$ cat src/inc/bcd_map.svh
`ifndef BCD_MAP_SVH
`define BCD_MAP_SVH
// Opcode bytes
`define BCD_OP_JCC_HI 4'h7
`define BCD_OP_LOOP 8'hE2
`define BCD_OP_LOOPEQ 8'hE1
`define BCD_OP_LOOPNE 8'hE0
`define BCD_OP_JCZ 8'hE3
`define BCD_OP_OVTRAP 8'hCE
`define BCD_OP_INTERRUPT_RETURN 8'hCF
`define BCD_OP_RANGE 8'h62
`define BCD_OP_CCLR 8'hF8
`define BCD_OP_CINV 8'hF5
`define BCD_OP_CSET 8'hF9
`define BCD_OP_DCLR 8'hFC
`define BCD_OP_DSET 8'hFD
`define BCD_OP_IMASK 8'hFA
`define BCD_OP_IUNMASK 8'hFB
`define BCD_OP_ESC_HI 5'h1B
`define BCD_OP_TWO 8'h0F
`define BCD_OP_TBL 8'h01
`define BCD_RANGE_VEC 8'h05
// Segment codes
`define BCD_SEG_EXTRA 2'h0
`define BCD_SEG_CODE 2'h1
`define BCD_SEG_STACK 2'h2
`define BCD_SEG_DATA 2'h3
// Clock counts, base part (taken counts add m)
`define BCD_CLK_JCC_T 8'h07
`define BCD_CLK_JCC_N 8'h03
`define BCD_CLK_LOOP_T 8'h08
`define BCD_CLK_LOOP_N 8'h04
`define BCD_CLK_TRAP_T 8'h18
`define BCD_CLK_TRAP_N 8'h03
`define BCD_CLK_INTERRUPT_RETURN_R 8'h11
`define BCD_CLK_INTERRUPT_RETURN_P 8'h1F
`define BCD_CLK_INTERRUPT_RETURN_PL 8'h37
`define BCD_CLK_INTERRUPT_RETURN_TS 8'hA9
`define BCD_CLK_RANGE 8'h0D
`define BCD_CLK_INT 8'h17
`define BCD_CLK_FLAG 8'h02
`define BCD_CLK_IMASK 8'h03
`define BCD_CLK_ESC_MIN 8'h09
`define BCD_CLK_ESC_MAX 8'h14
`define BCD_CLK_TBL 8'h0C
`endif

$ cat src/inc/bcd_pkg.sv
package bcd_pkg;
  typedef enum logic [4:0] {
    BCD_K_NONE, BCD_K_JCC, BCD_K_LOOP, BCD_K_LOOPEQ, BCD_K_LOOPNE,
    BCD_K_JCZ, BCD_K_OVTRAP, BCD_K_INTERRUPT_RETURN, BCD_K_RANGE, BCD_K_CCLR,
    BCD_K_CINV, BCD_K_CSET, BCD_K_DCLR, BCD_K_DSET, BCD_K_IMASK,
    BCD_K_IUNMASK, BCD_K_ESC, BCD_K_GLOAD, BCD_K_GSTORE, BCD_K_VLOAD,
    BCD_K_VSTORE, BCD_K_PREFIX
  } bcd_kind_t;
  typedef enum logic [1:0] {
    BCD_D_NONE, BCD_D_BYTE, BCD_D_WORD, BCD_D_DIRECT
  } bcd_disp_t;
  // CPU state sampled with each instruction
  typedef struct packed {
    logic carry;
    logic zero;
    logic sign;
    logic ovf;
    logic parity;
    logic nested_task_flag;
    logic prot_mode;
    logic priv_change;
    logic count_is_one;
    logic count_is_zero;
    logic range_ok;
  } bcd_state_t;
  // Decoded result
  typedef struct packed {
    bcd_kind_t kind;
    logic taken;
    logic add_m;
    logic [7:0] clocks;
    logic [7:0] clocks_max;
    logic [7:0] vector;
    logic [5:0] ext_op;
    logic [2:0] rm_reg;
    logic rm_is_reg;
    logic [3:0] reg_sel;
    bcd_disp_t disp_form;
    logic [15:0] disp;
    logic [1:0] seg;
    logic [1:0] dst_seg;
    logic [2:0] flag_op;
  } bcd_dec_t;
endpackage

$ cat src/rtl/bcd_decoder.sv
// Purpose: Decodes branch, loop, trap, flag, escape, prefix and table
//          opcodes plus mod/reg/rm operand addressing.
// Assumes: Bytes 0..3 of one instruction are presented together with
//          INS_VALID; a prefix is presented alone first.
// Notes:   Results appear one clock after INS_VALID and stand one cycle.
//
// How it works
// - Opcode 0111cccc decodes sixteen conditional short jumps by condition code.
// - Opcode E2 decrements count, branches if nonzero; 8+m taken, 4 not.
// - E1 loops while count nonzero and zero set; E0 while zero clear.
// - E3 branches only when count register is zero; 8+m or 4.
// - CE traps only if overflow set; 24+m taken, else 3.
// - CF returns from interrupt; 17+m real, 31+m protected.
// - Protected return with nested task does task switch 169+m; privilege 55+m.
// - Range check 62 costs 13; out of range raises vector 5, interrupt timing.
// - F8, F5, F9 clear, invert, set carry in 2 clocks.
// - FC clears, FD sets direction flag, each 2 clocks.
// - FA clears interrupt enable in 3 clocks; FB sets in 2.
// - 11011xxx plus mod reg bits form extension opcode; 9 to 20 clocks.
// - Prefix 001ss110 overrides next operand segment, zero clocks.
// - 0F 01 with reg 010 loads, 000 stores global table.
// - 0F 01 with reg 011 loads, 001 stores vector table; 12 clocks.
// - Mode 11 makes the r/m field a register selector.
// - Mode 00 has no displacement, except r/m 110 direct 16-bit address.
// - Mode 01 sign-extends one byte; mode 10 takes low then high byte.
// - Displacement bytes directly follow the mod byte (third byte for 0F 01), before immediates.
// - Register field picks word or byte registers by width bit.
// - Operands addressed through base pointer default to stack segment.
// - String destination via destination index always uses extra segment.
`include "bcd_map.svh"

module bcd_decoder
  import bcd_pkg::*;
(
  input wire logic CORE_CLK,
  input wire logic RST_N,
  input wire logic INS_VALID,
  input wire logic [31:0] INS_BYTES,
  input wire logic WIDTH_BIT,
  input wire logic STRING_DST,
  input wire bcd_state_t CPU_STATE,
  output bcd_dec_t DEC_OUT,
  output logic DEC_VALID
);

  wire [7:0] op = INS_BYTES[7:0];
  wire [7:0] b1 = INS_BYTES[15:8];
  wire [7:0] b2 = INS_BYTES[23:16];
  wire [7:0] b3 = INS_BYTES[31:24];
  wire [1:0] mode = b1[7:6];
  wire [2:0] mreg = b1[5:3];
  wire [2:0] rm = b1[2:0];
  wire [1:0] tmode = b2[7:6];
  wire [2:0] treg = b2[5:3];
  wire [2:0] trm = b2[2:0];

  // Pending segment override from a prefix byte
  logic ovr_r;
  logic ovr_nxt;
  logic [1:0] ovr_seg_r;
  logic [1:0] ovr_seg_nxt;

  // Condition evaluation for short jumps
  wire [2:0] cc = op[3:1];
  logic cond_raw;
  always_comb
  begin
    unique case (cc)
      3'h0: cond_raw = CPU_STATE.ovf;
      3'h1: cond_raw = CPU_STATE.carry;
      3'h2: cond_raw = CPU_STATE.zero;
      3'h3: cond_raw = CPU_STATE.carry | CPU_STATE.zero;
      3'h4: cond_raw = CPU_STATE.sign;
      3'h5: cond_raw = CPU_STATE.parity;
      3'h6: cond_raw = CPU_STATE.sign ^ CPU_STATE.ovf;
      3'h7: cond_raw = (CPU_STATE.sign ^ CPU_STATE.ovf) | CPU_STATE.zero;
    endcase
  end
  wire jcc_taken = cond_raw ^ op[0];

  // Loop exit looks at the count after decrement
  wire cnt_after_nz = ~CPU_STATE.count_is_one;
  wire loop_t = cnt_after_nz;
  wire loopeq_t = cnt_after_nz & CPU_STATE.zero;
  wire loopne_t = cnt_after_nz & ~CPU_STATE.zero;
  wire jcz_t = CPU_STATE.count_is_zero;

  // Opcode classification
  wire is_jcc = (op[7:4] == `BCD_OP_JCC_HI);
  wire is_esc = (op[7:3] == `BCD_OP_ESC_HI);
  wire is_pfx = (op[7:5] == 3'h1) && (op[2:0] == 3'h6);
  wire is_tbl = (op == `BCD_OP_TWO) && (b1 == `BCD_OP_TBL);
  wire uses_modrm = is_esc || (op == `BCD_OP_RANGE);

  bcd_kind_t kind;
  logic taken;
  logic add_m;
  logic [7:0] clk_n;
  logic [7:0] clk_max;
  logic [7:0] vec;
  always_comb
  begin
    kind = BCD_K_NONE;
    taken = 1'b0;
    add_m = 1'b0;
    clk_n = 8'h00;
    clk_max = 8'h00;
    vec = 8'h00;
    if (is_jcc)
    begin
      kind = BCD_K_JCC;
      taken = jcc_taken;
    end
    else if (is_esc)
    begin
      kind = BCD_K_ESC;
      clk_n = `BCD_CLK_ESC_MIN;
      clk_max = `BCD_CLK_ESC_MAX;
    end
    else if (is_pfx)
      kind = BCD_K_PREFIX;
    else if (is_tbl)
    begin
      clk_n = `BCD_CLK_TBL;
      unique case (treg)
        3'h2: kind = BCD_K_GLOAD;
        3'h0: kind = BCD_K_GSTORE;
        3'h3: kind = BCD_K_VLOAD;
        3'h1: kind = BCD_K_VSTORE;
        default: kind = BCD_K_NONE;
      endcase
    end
    else
    begin
      unique case (op)
        `BCD_OP_LOOP: begin kind = BCD_K_LOOP; taken = loop_t; end
        `BCD_OP_LOOPEQ: begin kind = BCD_K_LOOPEQ; taken = loopeq_t; end
        `BCD_OP_LOOPNE: begin kind = BCD_K_LOOPNE; taken = loopne_t; end
        `BCD_OP_JCZ: begin kind = BCD_K_JCZ; taken = jcz_t; end
        `BCD_OP_OVTRAP:
        begin
          kind = BCD_K_OVTRAP;
          taken = CPU_STATE.ovf;
          add_m = CPU_STATE.ovf;
          clk_n = CPU_STATE.ovf ? `BCD_CLK_TRAP_T : `BCD_CLK_TRAP_N;
          vec = 8'h04;
        end
        `BCD_OP_INTERRUPT_RETURN:
        begin
          kind = BCD_K_INTERRUPT_RETURN;
          add_m = 1'b1;
          if (!CPU_STATE.prot_mode)
            clk_n = `BCD_CLK_INTERRUPT_RETURN_R;
          else if (CPU_STATE.nested_task_flag)
            clk_n = `BCD_CLK_INTERRUPT_RETURN_TS;
          else if (CPU_STATE.priv_change)
            clk_n = `BCD_CLK_INTERRUPT_RETURN_PL;
          else
            clk_n = `BCD_CLK_INTERRUPT_RETURN_P;
        end
        `BCD_OP_RANGE:
        begin
          kind = BCD_K_RANGE;
          taken = ~CPU_STATE.range_ok;
          add_m = ~CPU_STATE.range_ok;
          clk_n = CPU_STATE.range_ok ? `BCD_CLK_RANGE : `BCD_CLK_INT;
          vec = CPU_STATE.range_ok ? 8'h00 : `BCD_RANGE_VEC;
        end
        `BCD_OP_CCLR: begin kind = BCD_K_CCLR; clk_n = `BCD_CLK_FLAG; end
        `BCD_OP_CINV: begin kind = BCD_K_CINV; clk_n = `BCD_CLK_FLAG; end
        `BCD_OP_CSET: begin kind = BCD_K_CSET; clk_n = `BCD_CLK_FLAG; end
        `BCD_OP_DCLR: begin kind = BCD_K_DCLR; clk_n = `BCD_CLK_FLAG; end
        `BCD_OP_DSET: begin kind = BCD_K_DSET; clk_n = `BCD_CLK_FLAG; end
        `BCD_OP_IMASK: begin kind = BCD_K_IMASK; clk_n = `BCD_CLK_IMASK; end
        `BCD_OP_IUNMASK:
        begin
          kind = BCD_K_IUNMASK;
          clk_n = `BCD_CLK_FLAG;
        end
        default: kind = BCD_K_NONE;
      endcase
    end
    // Branch timing: long count plus m when taken, short otherwise
    if (kind == BCD_K_JCC)
    begin
      add_m = taken;
      clk_n = taken ? `BCD_CLK_JCC_T : `BCD_CLK_JCC_N;
    end
    else if (kind inside {BCD_K_LOOP, BCD_K_LOOPEQ, BCD_K_LOOPNE, BCD_K_JCZ})
    begin
      add_m = taken;
      clk_n = taken ? `BCD_CLK_LOOP_T : `BCD_CLK_LOOP_N;
    end
  end
  // Flag action code: bit2 set for direction and irq ops, bits differ per op
  logic [2:0] fop;
  always_comb
  begin
    unique case (kind)
      BCD_K_CCLR: fop = 3'h1;
      BCD_K_CINV: fop = 3'h2;
      BCD_K_CSET: fop = 3'h3;
      BCD_K_DCLR: fop = 3'h4;
      BCD_K_DSET: fop = 3'h5;
      BCD_K_IMASK: fop = 3'h6;
      BCD_K_IUNMASK: fop = 3'h7;
      default: fop = 3'h0;
    endcase
  end
  // Operand addressing from the mod byte; table ops use the third byte
  wire [1:0] amode = is_tbl ? tmode : mode;
  wire [2:0] arm = is_tbl ? trm : rm;
  wire [7:0] dlo = is_tbl ? b3 : b2; // Disp right after the mod byte
  wire [7:0] dhi = is_tbl ? 8'h00 : b3;
  wire direct = (amode == 2'h0) && (arm == 3'h6);
  bcd_disp_t dform;
  logic [15:0] dval;
  always_comb
  begin
    unique case (amode)
      2'h0:
      begin
        dform = direct ? BCD_D_DIRECT : BCD_D_NONE;
        dval = direct ? {dhi, dlo} : 16'h0000;
      end
      2'h1:
      begin
        dform = BCD_D_BYTE;
        dval = {{8{dlo[7]}}, dlo};
      end
      2'h2:
      begin
        dform = BCD_D_WORD;
        dval = {dhi, dlo};
      end
      2'h3:
      begin
        dform = BCD_D_NONE;
        dval = 16'h0000;
      end
    endcase
  end
  wire rm_reg = (amode == 2'h3);
  // Bit3 is the width bit: 1 = word registers, 0 = byte registers
  wire [3:0] reg_sel = {WIDTH_BIT, mreg};

  // Base pointer forms: rm 010, 011, and 110 unless direct
  wire via_bp = ~rm_reg && ((arm == 3'h2) || (arm == 3'h3) ||
                ((arm == 3'h6) && !direct));
  wire [1:0] def_seg = via_bp ? `BCD_SEG_STACK : `BCD_SEG_DATA;
  wire [1:0] seg = ovr_r ? ovr_seg_r : def_seg;
  // Override never reaches the string destination
  wire [1:0] dst_seg = `BCD_SEG_EXTRA;

  bcd_dec_t dec_nxt;
  always_comb
  begin
    dec_nxt = '0;
    dec_nxt.kind = kind;
    dec_nxt.taken = taken;
    dec_nxt.add_m = add_m;
    dec_nxt.clocks = clk_n;
    dec_nxt.clocks_max = (kind == BCD_K_ESC) ? clk_max : clk_n;
    dec_nxt.vector = vec;
    dec_nxt.ext_op = {op[2:0], mreg};
    dec_nxt.rm_reg = arm;
    dec_nxt.rm_is_reg = rm_reg;
    dec_nxt.reg_sel = reg_sel;
    dec_nxt.disp_form = (uses_modrm || is_tbl) ? dform : BCD_D_NONE;
    dec_nxt.disp = (uses_modrm || is_tbl) ? dval : 16'h0000;
    dec_nxt.seg = STRING_DST ? dst_seg : seg;
    dec_nxt.dst_seg = dst_seg;
    dec_nxt.flag_op = fop;
  end

  // Prefix persists until the next real instruction consumes it
  assign ovr_nxt = INS_VALID ? is_pfx : ovr_r;
  assign ovr_seg_nxt = (INS_VALID && is_pfx) ? op[4:3] : ovr_seg_r;

  always_ff @(posedge CORE_CLK)
  begin
    if (!RST_N)
    begin
      ovr_r <= 1'b0;
      ovr_seg_r <= 2'h0;
      DEC_OUT <= '0;
      DEC_VALID <= 1'b0;
    end
    else
    begin
      ovr_r <= ovr_nxt;
      ovr_seg_r <= ovr_seg_nxt;
      DEC_OUT <= INS_VALID ? dec_nxt : '0;
      DEC_VALID <= INS_VALID;
    end
  end

  // Checks beside the logic
  a_trap_cost: assert property (@(posedge CORE_CLK)
    disable iff (!RST_N) INS_VALID && op == `BCD_OP_OVTRAP |=>
    DEC_OUT.clocks == ($past(CPU_STATE.ovf) ? 8'h18 : 8'h03))
    else $error("trap clock count wrong");
  a_loop_cost: assert property (@(posedge CORE_CLK)
    disable iff (!RST_N) DEC_VALID && DEC_OUT.kind == BCD_K_LOOP |->
    DEC_OUT.clocks == (DEC_OUT.taken ? 8'h08 : 8'h04))
    else $error("loop clock count wrong");
  a_jcz_taken: assert property (@(posedge CORE_CLK)
    disable iff (!RST_N) INS_VALID && op == `BCD_OP_JCZ |=>
    DEC_OUT.taken == $past(CPU_STATE.count_is_zero))
    else $error("counter zero jump wrong");
  a_interrupt_return_task: assert property (@(posedge CORE_CLK)
    disable iff (!RST_N) INS_VALID && op == `BCD_OP_INTERRUPT_RETURN &&
    CPU_STATE.prot_mode && CPU_STATE.nested_task_flag |=>
    DEC_OUT.clocks == 8'hA9)
    else $error("task switch return count wrong");
  a_jump_m: assert property (@(posedge CORE_CLK)
    disable iff (!RST_N) DEC_VALID && DEC_OUT.kind == BCD_K_JCC |->
    DEC_OUT.add_m == DEC_OUT.taken &&
    DEC_OUT.clocks == (DEC_OUT.taken ? 8'h07 : 8'h03))
    else $error("m term wrong");
  a_range_vec: assert property (@(posedge CORE_CLK)
    disable iff (!RST_N) INS_VALID && op == `BCD_OP_RANGE &&
    !CPU_STATE.range_ok |=> DEC_OUT.vector == 8'h05 && DEC_OUT.clocks == 8'h17)
    else $error("range exception wrong");
  a_dst_extra: assert property (@(posedge CORE_CLK)
    disable iff (!RST_N) INS_VALID && STRING_DST |=> DEC_OUT.seg == 2'h0)
    else $error("string destination segment wrong");
  a_bp_stack: assert property (@(posedge CORE_CLK)
    disable iff (!RST_N) INS_VALID && op == `BCD_OP_RANGE && !ovr_r &&
    !STRING_DST && b1[7:6] == 2'h1 && b1[2:0] == 3'h6 |=> DEC_OUT.seg == 2'h2)
    else $error("base pointer segment wrong");
  c_jump_taken: cover property (@(posedge CORE_CLK)
    DEC_VALID && DEC_OUT.kind == BCD_K_JCC && DEC_OUT.taken);
  c_prefix_use: cover property (@(posedge CORE_CLK)
    INS_VALID && is_pfx ##1 INS_VALID && !is_pfx);
  c_trap: cover property (@(posedge CORE_CLK)
    DEC_VALID && DEC_OUT.kind == BCD_K_OVTRAP && DEC_OUT.taken);
endmodule

$ cat config.mk
export PLATFORM = sky130hd
export DESIGN_NAME = bcd_decoder
export DESIGN_NICKNAME = d
export VERILOG_FILES = /design/src/inc/bcd_pkg.sv /design/src/rtl/bcd_decoder.sv
export VERILOG_INCLUDE_DIRS = /design/src /design/src/inc
export SDC_FILE = /design/constraint.sdc
export NUM_CORES = 1
export LEC_CHECK = 0
export BUFFER_PORTS_ARGS = -buffer_cell sky130_fd_sc_hd__buf_2
export CAP_MARGIN = 0
export CORE_ASPECT_RATIO = 1.25
export CORE_MARGIN = 2
export CORE_UTILIZATION = 48
export CTS_CLUSTER_SIZE = 10
export DETAILED_ROUTE_END_ITERATION = 6
export GPL_TIMING_DRIVEN = 0
export PLACE_DENSITY_LB_ADDON = 0.25
export SYNTH_ARGS = -nofsm -noshare
export SYNTH_HDL_FRONTEND = slang
export SYNTH_SLANG_ARGS = --single-unit
$ cat constraint.sdc
create_clock -name CORE_CLK -period 3 [get_ports CORE_CLK]
set_input_delay 0.3 -clock CORE_CLK [delete_from_list [all_inputs] [get_ports CORE_CLK]]
set_output_delay 0.3 -clock CORE_CLK [all_outputs]
set_load 0.1 [all_outputs]
Word-level counts from Yosys, hierarchy flattened
Index checks and enable logic that the tools add are counted.
{"block": "word_totals", "register_bits": 74, "mem_bits_rw": 0, "elab_cells": 148, "rom_bits": 0, "output_inout_bits": 71, "n_memories": 0, "latch_bits": 0}
{"block": "classes", "n_eq_ne": 49, "shifts": 0, "n_reduce_logical": 20, "bitwise": 12, "addsub": 0, "mul": 0, "n_div": 0, "magnitude_cmp": 0, "mux": 49}
{"op": "equality test 8 bit, second input constant", "count": 13}
{"op": "2-to-1 mux 8 bit", "count": 11}
{"op": "case mux 16 bit (4 select lines)", "count": 1}
{"op": "case mux 4 bit (14 select lines)", "count": 1}
{"op": "2-to-1 mux 5 bit", "count": 8}
{"op": "case mux 8 bit (5 select lines)", "count": 1}
{"op": "equality test 5 x 4 -> 1 bit, second input constant", "count": 7}
{"op": "case mux 3 bit (7 select lines)", "count": 1}
{"op": "case mux 5 bit (4 select lines)", "count": 1}
{"op": "equality test 3 x 2 -> 1 bit, second input constant", "count": 6}
{"op": "equality test 3 bit, second input constant", "count": 6}
{"op": "2-to-1 mux 16 bit", "count": 1}
{"op": "OR reduction 6 bit", "count": 2}
{"op": "2-to-1 mux 1 bit", "count": 11}
{"op": "equality test 5 x 2 -> 1 bit, second input constant", "count": 2}
{"op": "equality test 5 x 3 -> 1 bit, second input constant", "count": 2}
{"op": "equality test 5 bit, second input constant", "count": 2}
{"op": "equality test 3 x 1 -> 1 bit, second input constant", "count": 3}
{"op": "2-to-1 mux 3 bit", "count": 3}
{"op": "equality test 8 x 1 -> 1 bit, second input constant", "count": 1}
{"op": "equality test 8 x 4 -> 1 bit, second input constant", "count": 1}
{"op": "equality test 8 x 7 -> 1 bit, second input constant", "count": 1}
{"op": "case mux 1 bit (8 select lines)", "count": 1}
{"op": "case mux 2 bit (4 select lines)", "count": 1}
{"op": "other kinds (23)", "count": 43}

Longest topological paths before layout
{"block": "logic_depth", "depth_word": 11, "ltp_mapped": 7, "mapped_depth_nobuf": 5}

Worst setup path before layout
No wires, ideal clock.
{"block": "synth_path", "kind": "input -> register", "startpoint": "input INS_BYTES[6]", "endpoint": "register DEC_OUT[2] (netlist name)", "path_buffers": 1, "path_stages": 6, "arrival_time_ns": 2.215, "path_slack_ns": 0.727, "setup_ns": 0.058, "path_cell_list": "buf_6 -> or4b_4 -> or4_4 -> or4_1 -> a41oi_2 -> and2b_1"}
{"block": "synth_between", "elab_chain_cells": 8, "word_cells_on_any_way": 33, "cone_classes": "eq/ne (25); mux (6); reduce/logical (2)"}
{"element": "start: declaration", "line": "bcd_decoder.sv:38", "text": "input wire logic [31:0] INS_BYTES,"}
{"element": "equality test 8 bit (tied with other cells)", "line": "bcd_decoder.sv:135", "text": "unique case (op)"}
{"element": "case mux 4 bit (14 select lines) or logical AND 1 bit (tied branches)", "line": "bcd_decoder.sv:135, bcd_decoder.sv:92"}
{"element": "2-to-1 mux 5 bit", "line": "bcd_decoder.sv:122", "text": "else if (is_tbl)"}
{"element": "2-to-1 mux 5 bit", "line": "bcd_decoder.sv:120", "text": "else if (is_pfx)"}
{"element": "2-to-1 mux 5 bit", "line": "bcd_decoder.sv:114", "text": "else if (is_esc)"}
{"element": "2-to-1 mux 5 bit (*)", "line": "bcd_decoder.sv:109", "text": "if (is_jcc)"}
{"element": "equality test 5 x 4 -> 1 bit", "line": "bcd_decoder.sv:199", "text": "unique case (kind)"}
{"element": "case mux 3 bit (7 select lines) (*)", "line": "bcd_decoder.sv:199"}
{"element": "end signal: assignment", "line": "bcd_decoder.sv:293", "text": "DEC_OUT <= INS_VALID ? dec_nxt : '0;"}
{"element": "end: declaration", "line": "bcd_decoder.sv:42", "text": "output bcd_dec_t DEC_OUT,"}
Every way passes the cells marked *; elsewhere a longest branch is shown, timed or not.
A chain may end at the register's enable or synchronous reset.

Worst setup path in the final report
{"block": "layout_path", "startpoint": "input INS_BYTES[4]", "endpoint": "register DEC_OUT[7] (netlist name)"}
{"block": "layout_between", "elab_chain_cells": 7, "word_cells_on_any_way": 18, "cone_classes": "eq/ne (7); mux (5); reduce/logical (6)"}
{"element": "equality test 8 x 4 -> 1 bit (no line)"}
{"element": "logical AND 1 bit", "line": "bcd_decoder.sv:92", "text": "wire is_tbl = (op == `BCD_OP_TWO) && (b1 == `BCD_OP_TBL);"}
{"element": "2-to-1 mux 3 bit or 2-to-1 mux 2 bit (tied branches)", "line": "bcd_decoder.sv:212, bcd_decoder.sv:211"}
{"element": "equality test 3 bit or zero test 2 bit (tied branches)", "line": "bcd_decoder.sv:215, bcd_decoder.sv:220"}
{"element": "logical AND 1 bit", "line": "bcd_decoder.sv:215", "text": "wire direct = (amode == 2'h0) && (arm == 3'h6);"}
{"element": "2-to-1 mux 16 bit", "line": "bcd_decoder.sv:224", "text": "dval = direct ? {dhi, dlo} : 16'h0000;"}
{"element": "case mux 16 bit (4 select lines)", "line": "bcd_decoder.sv:220", "text": "unique case (amode)"}
Several ways; a longest one is shown, not always the timed one.

==> run_results.csv <==
group,metric,value,unit
outcome,status,"finished, final reports clean",
worst_setup_path,crit_family,"simple AND/OR/NAND/NOR gates",
synthesis,ys_warn_count,0,
floorplanning,rows,31,
floorplanning,fp.dieW,72.7,um
global_route,grtUsageTotal,24.5,%
cells_and_area,finish.instance_area,3690,um2
min_path,min_path_type,"input port to register",
timing,fmax,0.438,GHz
timing,rsz0062_at_grt,"false",
timing,slew_headroom,49.3,%
global_route,grt_antenna_before_repair,0,
detailed_routing,routed_wl,7.99,mm
floorplanning,fp.coreArea,5740,um2
synthesis,synth-edff-count,0,
detailed_routing,firstDrtPassIters,5,
synthesis,ys_top_cells_by_area,"dfxtp_1 43%, a21oi_1 4.2%, nor3_1 4.2%, buf_4 3.4%, a211oi_1 3.2%",
timing,clock_skew,0.00366,ns
clock_tree,hold_buffers,0,
worst_setup_path,cp_num_buf_inv,2,
cells_and_area,diodes,0,
synthesis,syn_area_per_cell,8.74,um2
detailed_routing,wire_per_inst,15.4,um
power_and_ir_drop,ir_drop,0.000359,V
clock_tree,cts_resized,0,
clock_tree,cts_buffer_depth,2,
timing,setup_viol,0,
cells_and_area,fin_nets,497,
worst_setup_path,critPathArrivalTime,2.54,ns
worst_setup_path,crit_path_cell_trace,"buf_2, clkbuf_1, nor4b_1, nand3_1, nand2_1, o221ai_1, a211oi_1",
global_route,grt_pass1_vias,2705,
worst_setup_path,critPathCaptureType,"register",
clock_tree,tritoncts,"yes",
placement,place_area,3470,um2
synthesis,ys.flop_type,"dfxtp_1",
detailed_routing,vias,2958,
global_route,grt_max_degree,12,
clock_tree,cts_setup_buffers,0,
detailed_routing,vias_per_cell,5.69,
clock_tree,clk_pin_slew_worst_paths,0.07,ns
synthesis,ys_ff_latch,61,
synthesis,yosysTopAreaCellShare,43.1,%
timing,slew_violations,0,
worst_setup_path,cpPeakStageDelay,0.73,ns
worst_setup_path,start_kind,"input port",
timing,fin_crit_sh,76.2,%
cells_and_area,area_delta_synth_final,30.2,%
worst_setup_path,path_class,"input port to register",
detailed_routing,drc,0,
clock_tree,cts_num_sinks,61,
synthesis,synth-seq-area-share,43.1,%
worst_setup_path,worstPathMaxFanout,10,
worst_setup_path,crit_slowest_cell,"nor4b_1",
clock_tree,root_buffer,"clkbuf_8",
cells_and_area,drive_above_1_share,32.2,%
placement,dp_hpwl,6.13,mm
synthesis,yosys.area.top_type,"dfxtp_1",
clock_tree,cts_max_level,3,
global_route,grt-ovfl-total,0,
timing,tightest_slew,0.750,ns
floorplanning,chipHeight,89.9,um
synthesis,synthDistinctLibCells,67,
run,drv_cap,0,
placement,portBuffers,105,
synthesis,netlist_area,2830,um2
floorplanning,initial_core_util,49.3,%
worst_setup_path,worst-endpoint-required,3.25,ns
clock_tree,cts-buffers-inserted,9,
timing,finalHoldViolations,0,
detailed_routing,drt_iter0_drc,163,
timing,tns,0,ns
power_and_ir_drop,p_leak,1.73,nW
floorplanning,io_pins,119,
placement,place_congestion,0.882,
synthesis,postSynthCellCount,324,
global_route,grt_pass1_wl,12.4,mm
timing,period_needed,2.29,ns
detailed_routing,ant_nets,0,
floorplanning,die_area,6530,um2
clock_tree,clk_latency,0.35,ns
power_and_ir_drop,p_per_area,532,nW/um2
cells_and_area,fin_util,64.2,%
synthesis,async_reset_ff_share,0,%
-- placed cells by master (no fill, tap or decap), types with 2 or more instances in the layout --
master / synthesis / routed
buf_2: 2 / 107
dfxtp_1: 61 / 61
nor3_1: 24 / 24
a21oi_1: 24 / 24
nor2_1: 21 / 21
nand2_1: 15 / 15
inv_1: 15 / 15
clkbuf_1: 12 / 13
buf_4: 13 / 13
a211oi_1: 12 / 12
nand3_1: 10 / 10
conb_1: 1 / 10
clkbuf_8: 0 / 9
o22ai_1: 8 / 8
nor2b_1: 7 / 7
and3_1: 7 / 7
a31oi_1: 5 / 5
nand2b_1: 5 / 5
nor4_1: 4 / 4
o211ai_1: 4 / 4
o21ai_0: 4 / 4
nand3b_1: 3 / 3
or4_1: 3 / 3
nor4b_1: 3 / 3
a21o_1: 3 / 3
o21a_1: 3 / 3
and2_1: 3 / 3
and3b_1: 3 / 3
mux2i_1: 3 / 3
or2_1: 2 / 2
xnor2_1: 2 / 2
or3b_1: 2 / 2
xor2_1: 2 / 2
nand4_1: 2 / 2
nor3b_1: 2 / 2
a221oi_1: 2 / 2
clkinv_2: 0 / 2
bufinv_16: 0 / 2
-- cell usage after synthesis, types with 2 or more instances --
library cell  instances
inv_1                15
and3_1                7
nor2_1               21
o211ai_1              4
a221oi_1              2
clkbuf_1             12
nand4_1               2
nor3b_1               2
nor3_1               24
or3b_1                2
nor4_1                4
o21a_1                3
and3b_1               3
a21oi_1              24
nand3_1              10
or2_1                 2
a211oi_1             12
a21o_1                3
nand2b_1              5
o22ai_1               8
nand3b_1              3
nor4b_1               3
xnor2_1               2
buf_4                13
buf_2                 2
dfxtp_1              61
xor2_1                2
or4_1                 3
and2_1                3
nor2b_1               7
a31oi_1               5
o21ai_0               4
mux2i_1               3
nand2_1              15
-- layout make-up --
| cell class | instances | area [um2] |
|---|---|---|
| Fill cell | 532 | 2050 |
| Multi-Input combinational cell | 227 | 1420 |
| Sequential cell | 61 | 1220 |
| Timing Repair Buffer | 105 | 526 |
| Buffer | 28 | 164 |
| Clock buffer | 10 | 128 |
| Clock inverter | 6 | 86.3 |
| Tap cell | 66 | 82.6 |
| Inverter | 17 | 63.8 |
-- through the flow --
step | power (mW) | hold WS [ns] | worst slack [ns] | std cells
2_1_floorplan | 1.09 | 0.379 | 0.727 | 333
3_3_place_gp | 1.17 | 0.460 | 0.360 | 504
3_5_place_dp | 1.17 | 0.473 | 0.412 | 504
4_1_cts | 1.97 | 0.121 | 0.749 | 520
5_1_grt | 2.01 | 0.136 | 0.473 | 520
6_report | 1.96 | 0.129 | 0.715 | 520
-- kinds of logic (layout without fill, tap and decap cells) --
logic type	after synthesis	after routing	synth area share [%]
compound gates	84	84	20.5
xor+xnor	4	4	1.24
buf+inv	45	166	8.04
flops	61	61	43.1
mux	3	3	1.06
other cells	1	10	0.132
simple gates	126	126	25.9
-- final timing paths --
kind / start / to / slack (ns) / cells after the start
max: INS_BYTES[4] / DEC_OUT[7] / 0.71 / 7
min: STRING_DST / DEC_OUT[6] / 0.13 / 2
max reg2reg: ovr_r / DEC_OUT[5] / 2.10 / 3
min reg2reg: ovr_r / ovr_r / 0.49 / 2
-- state kept, by name, indices dropped and copies added, names as in the netlist --
register,cells
DEC_VALID,1
ovr_seg_r,2
DEC_OUT,57
ovr_r,1
-- routing by layer --
metal | up-vias | wire, um | global-route usage (%)
met5 | - | 0 | 0
met4 | 0 | 302 | 12.8
met3 | 35 | 753 | 7.29
met2 | 158 | 3950 | 41.7
met1 | 1343 | 2990 | 26.7
li1 | 1422 | - | -
-- report_power, final --
group | total (mW) | switching [mW] | internal [mW]
registers | 0.823 | 0.00283 | 0.821
logic | 0.336 | 0.256 | 0.0804
clock network | 0.801 | 0.333 | 0.467
total | 1.96 | 0.592 | 1.37
(Power assumes the default switching activity.)
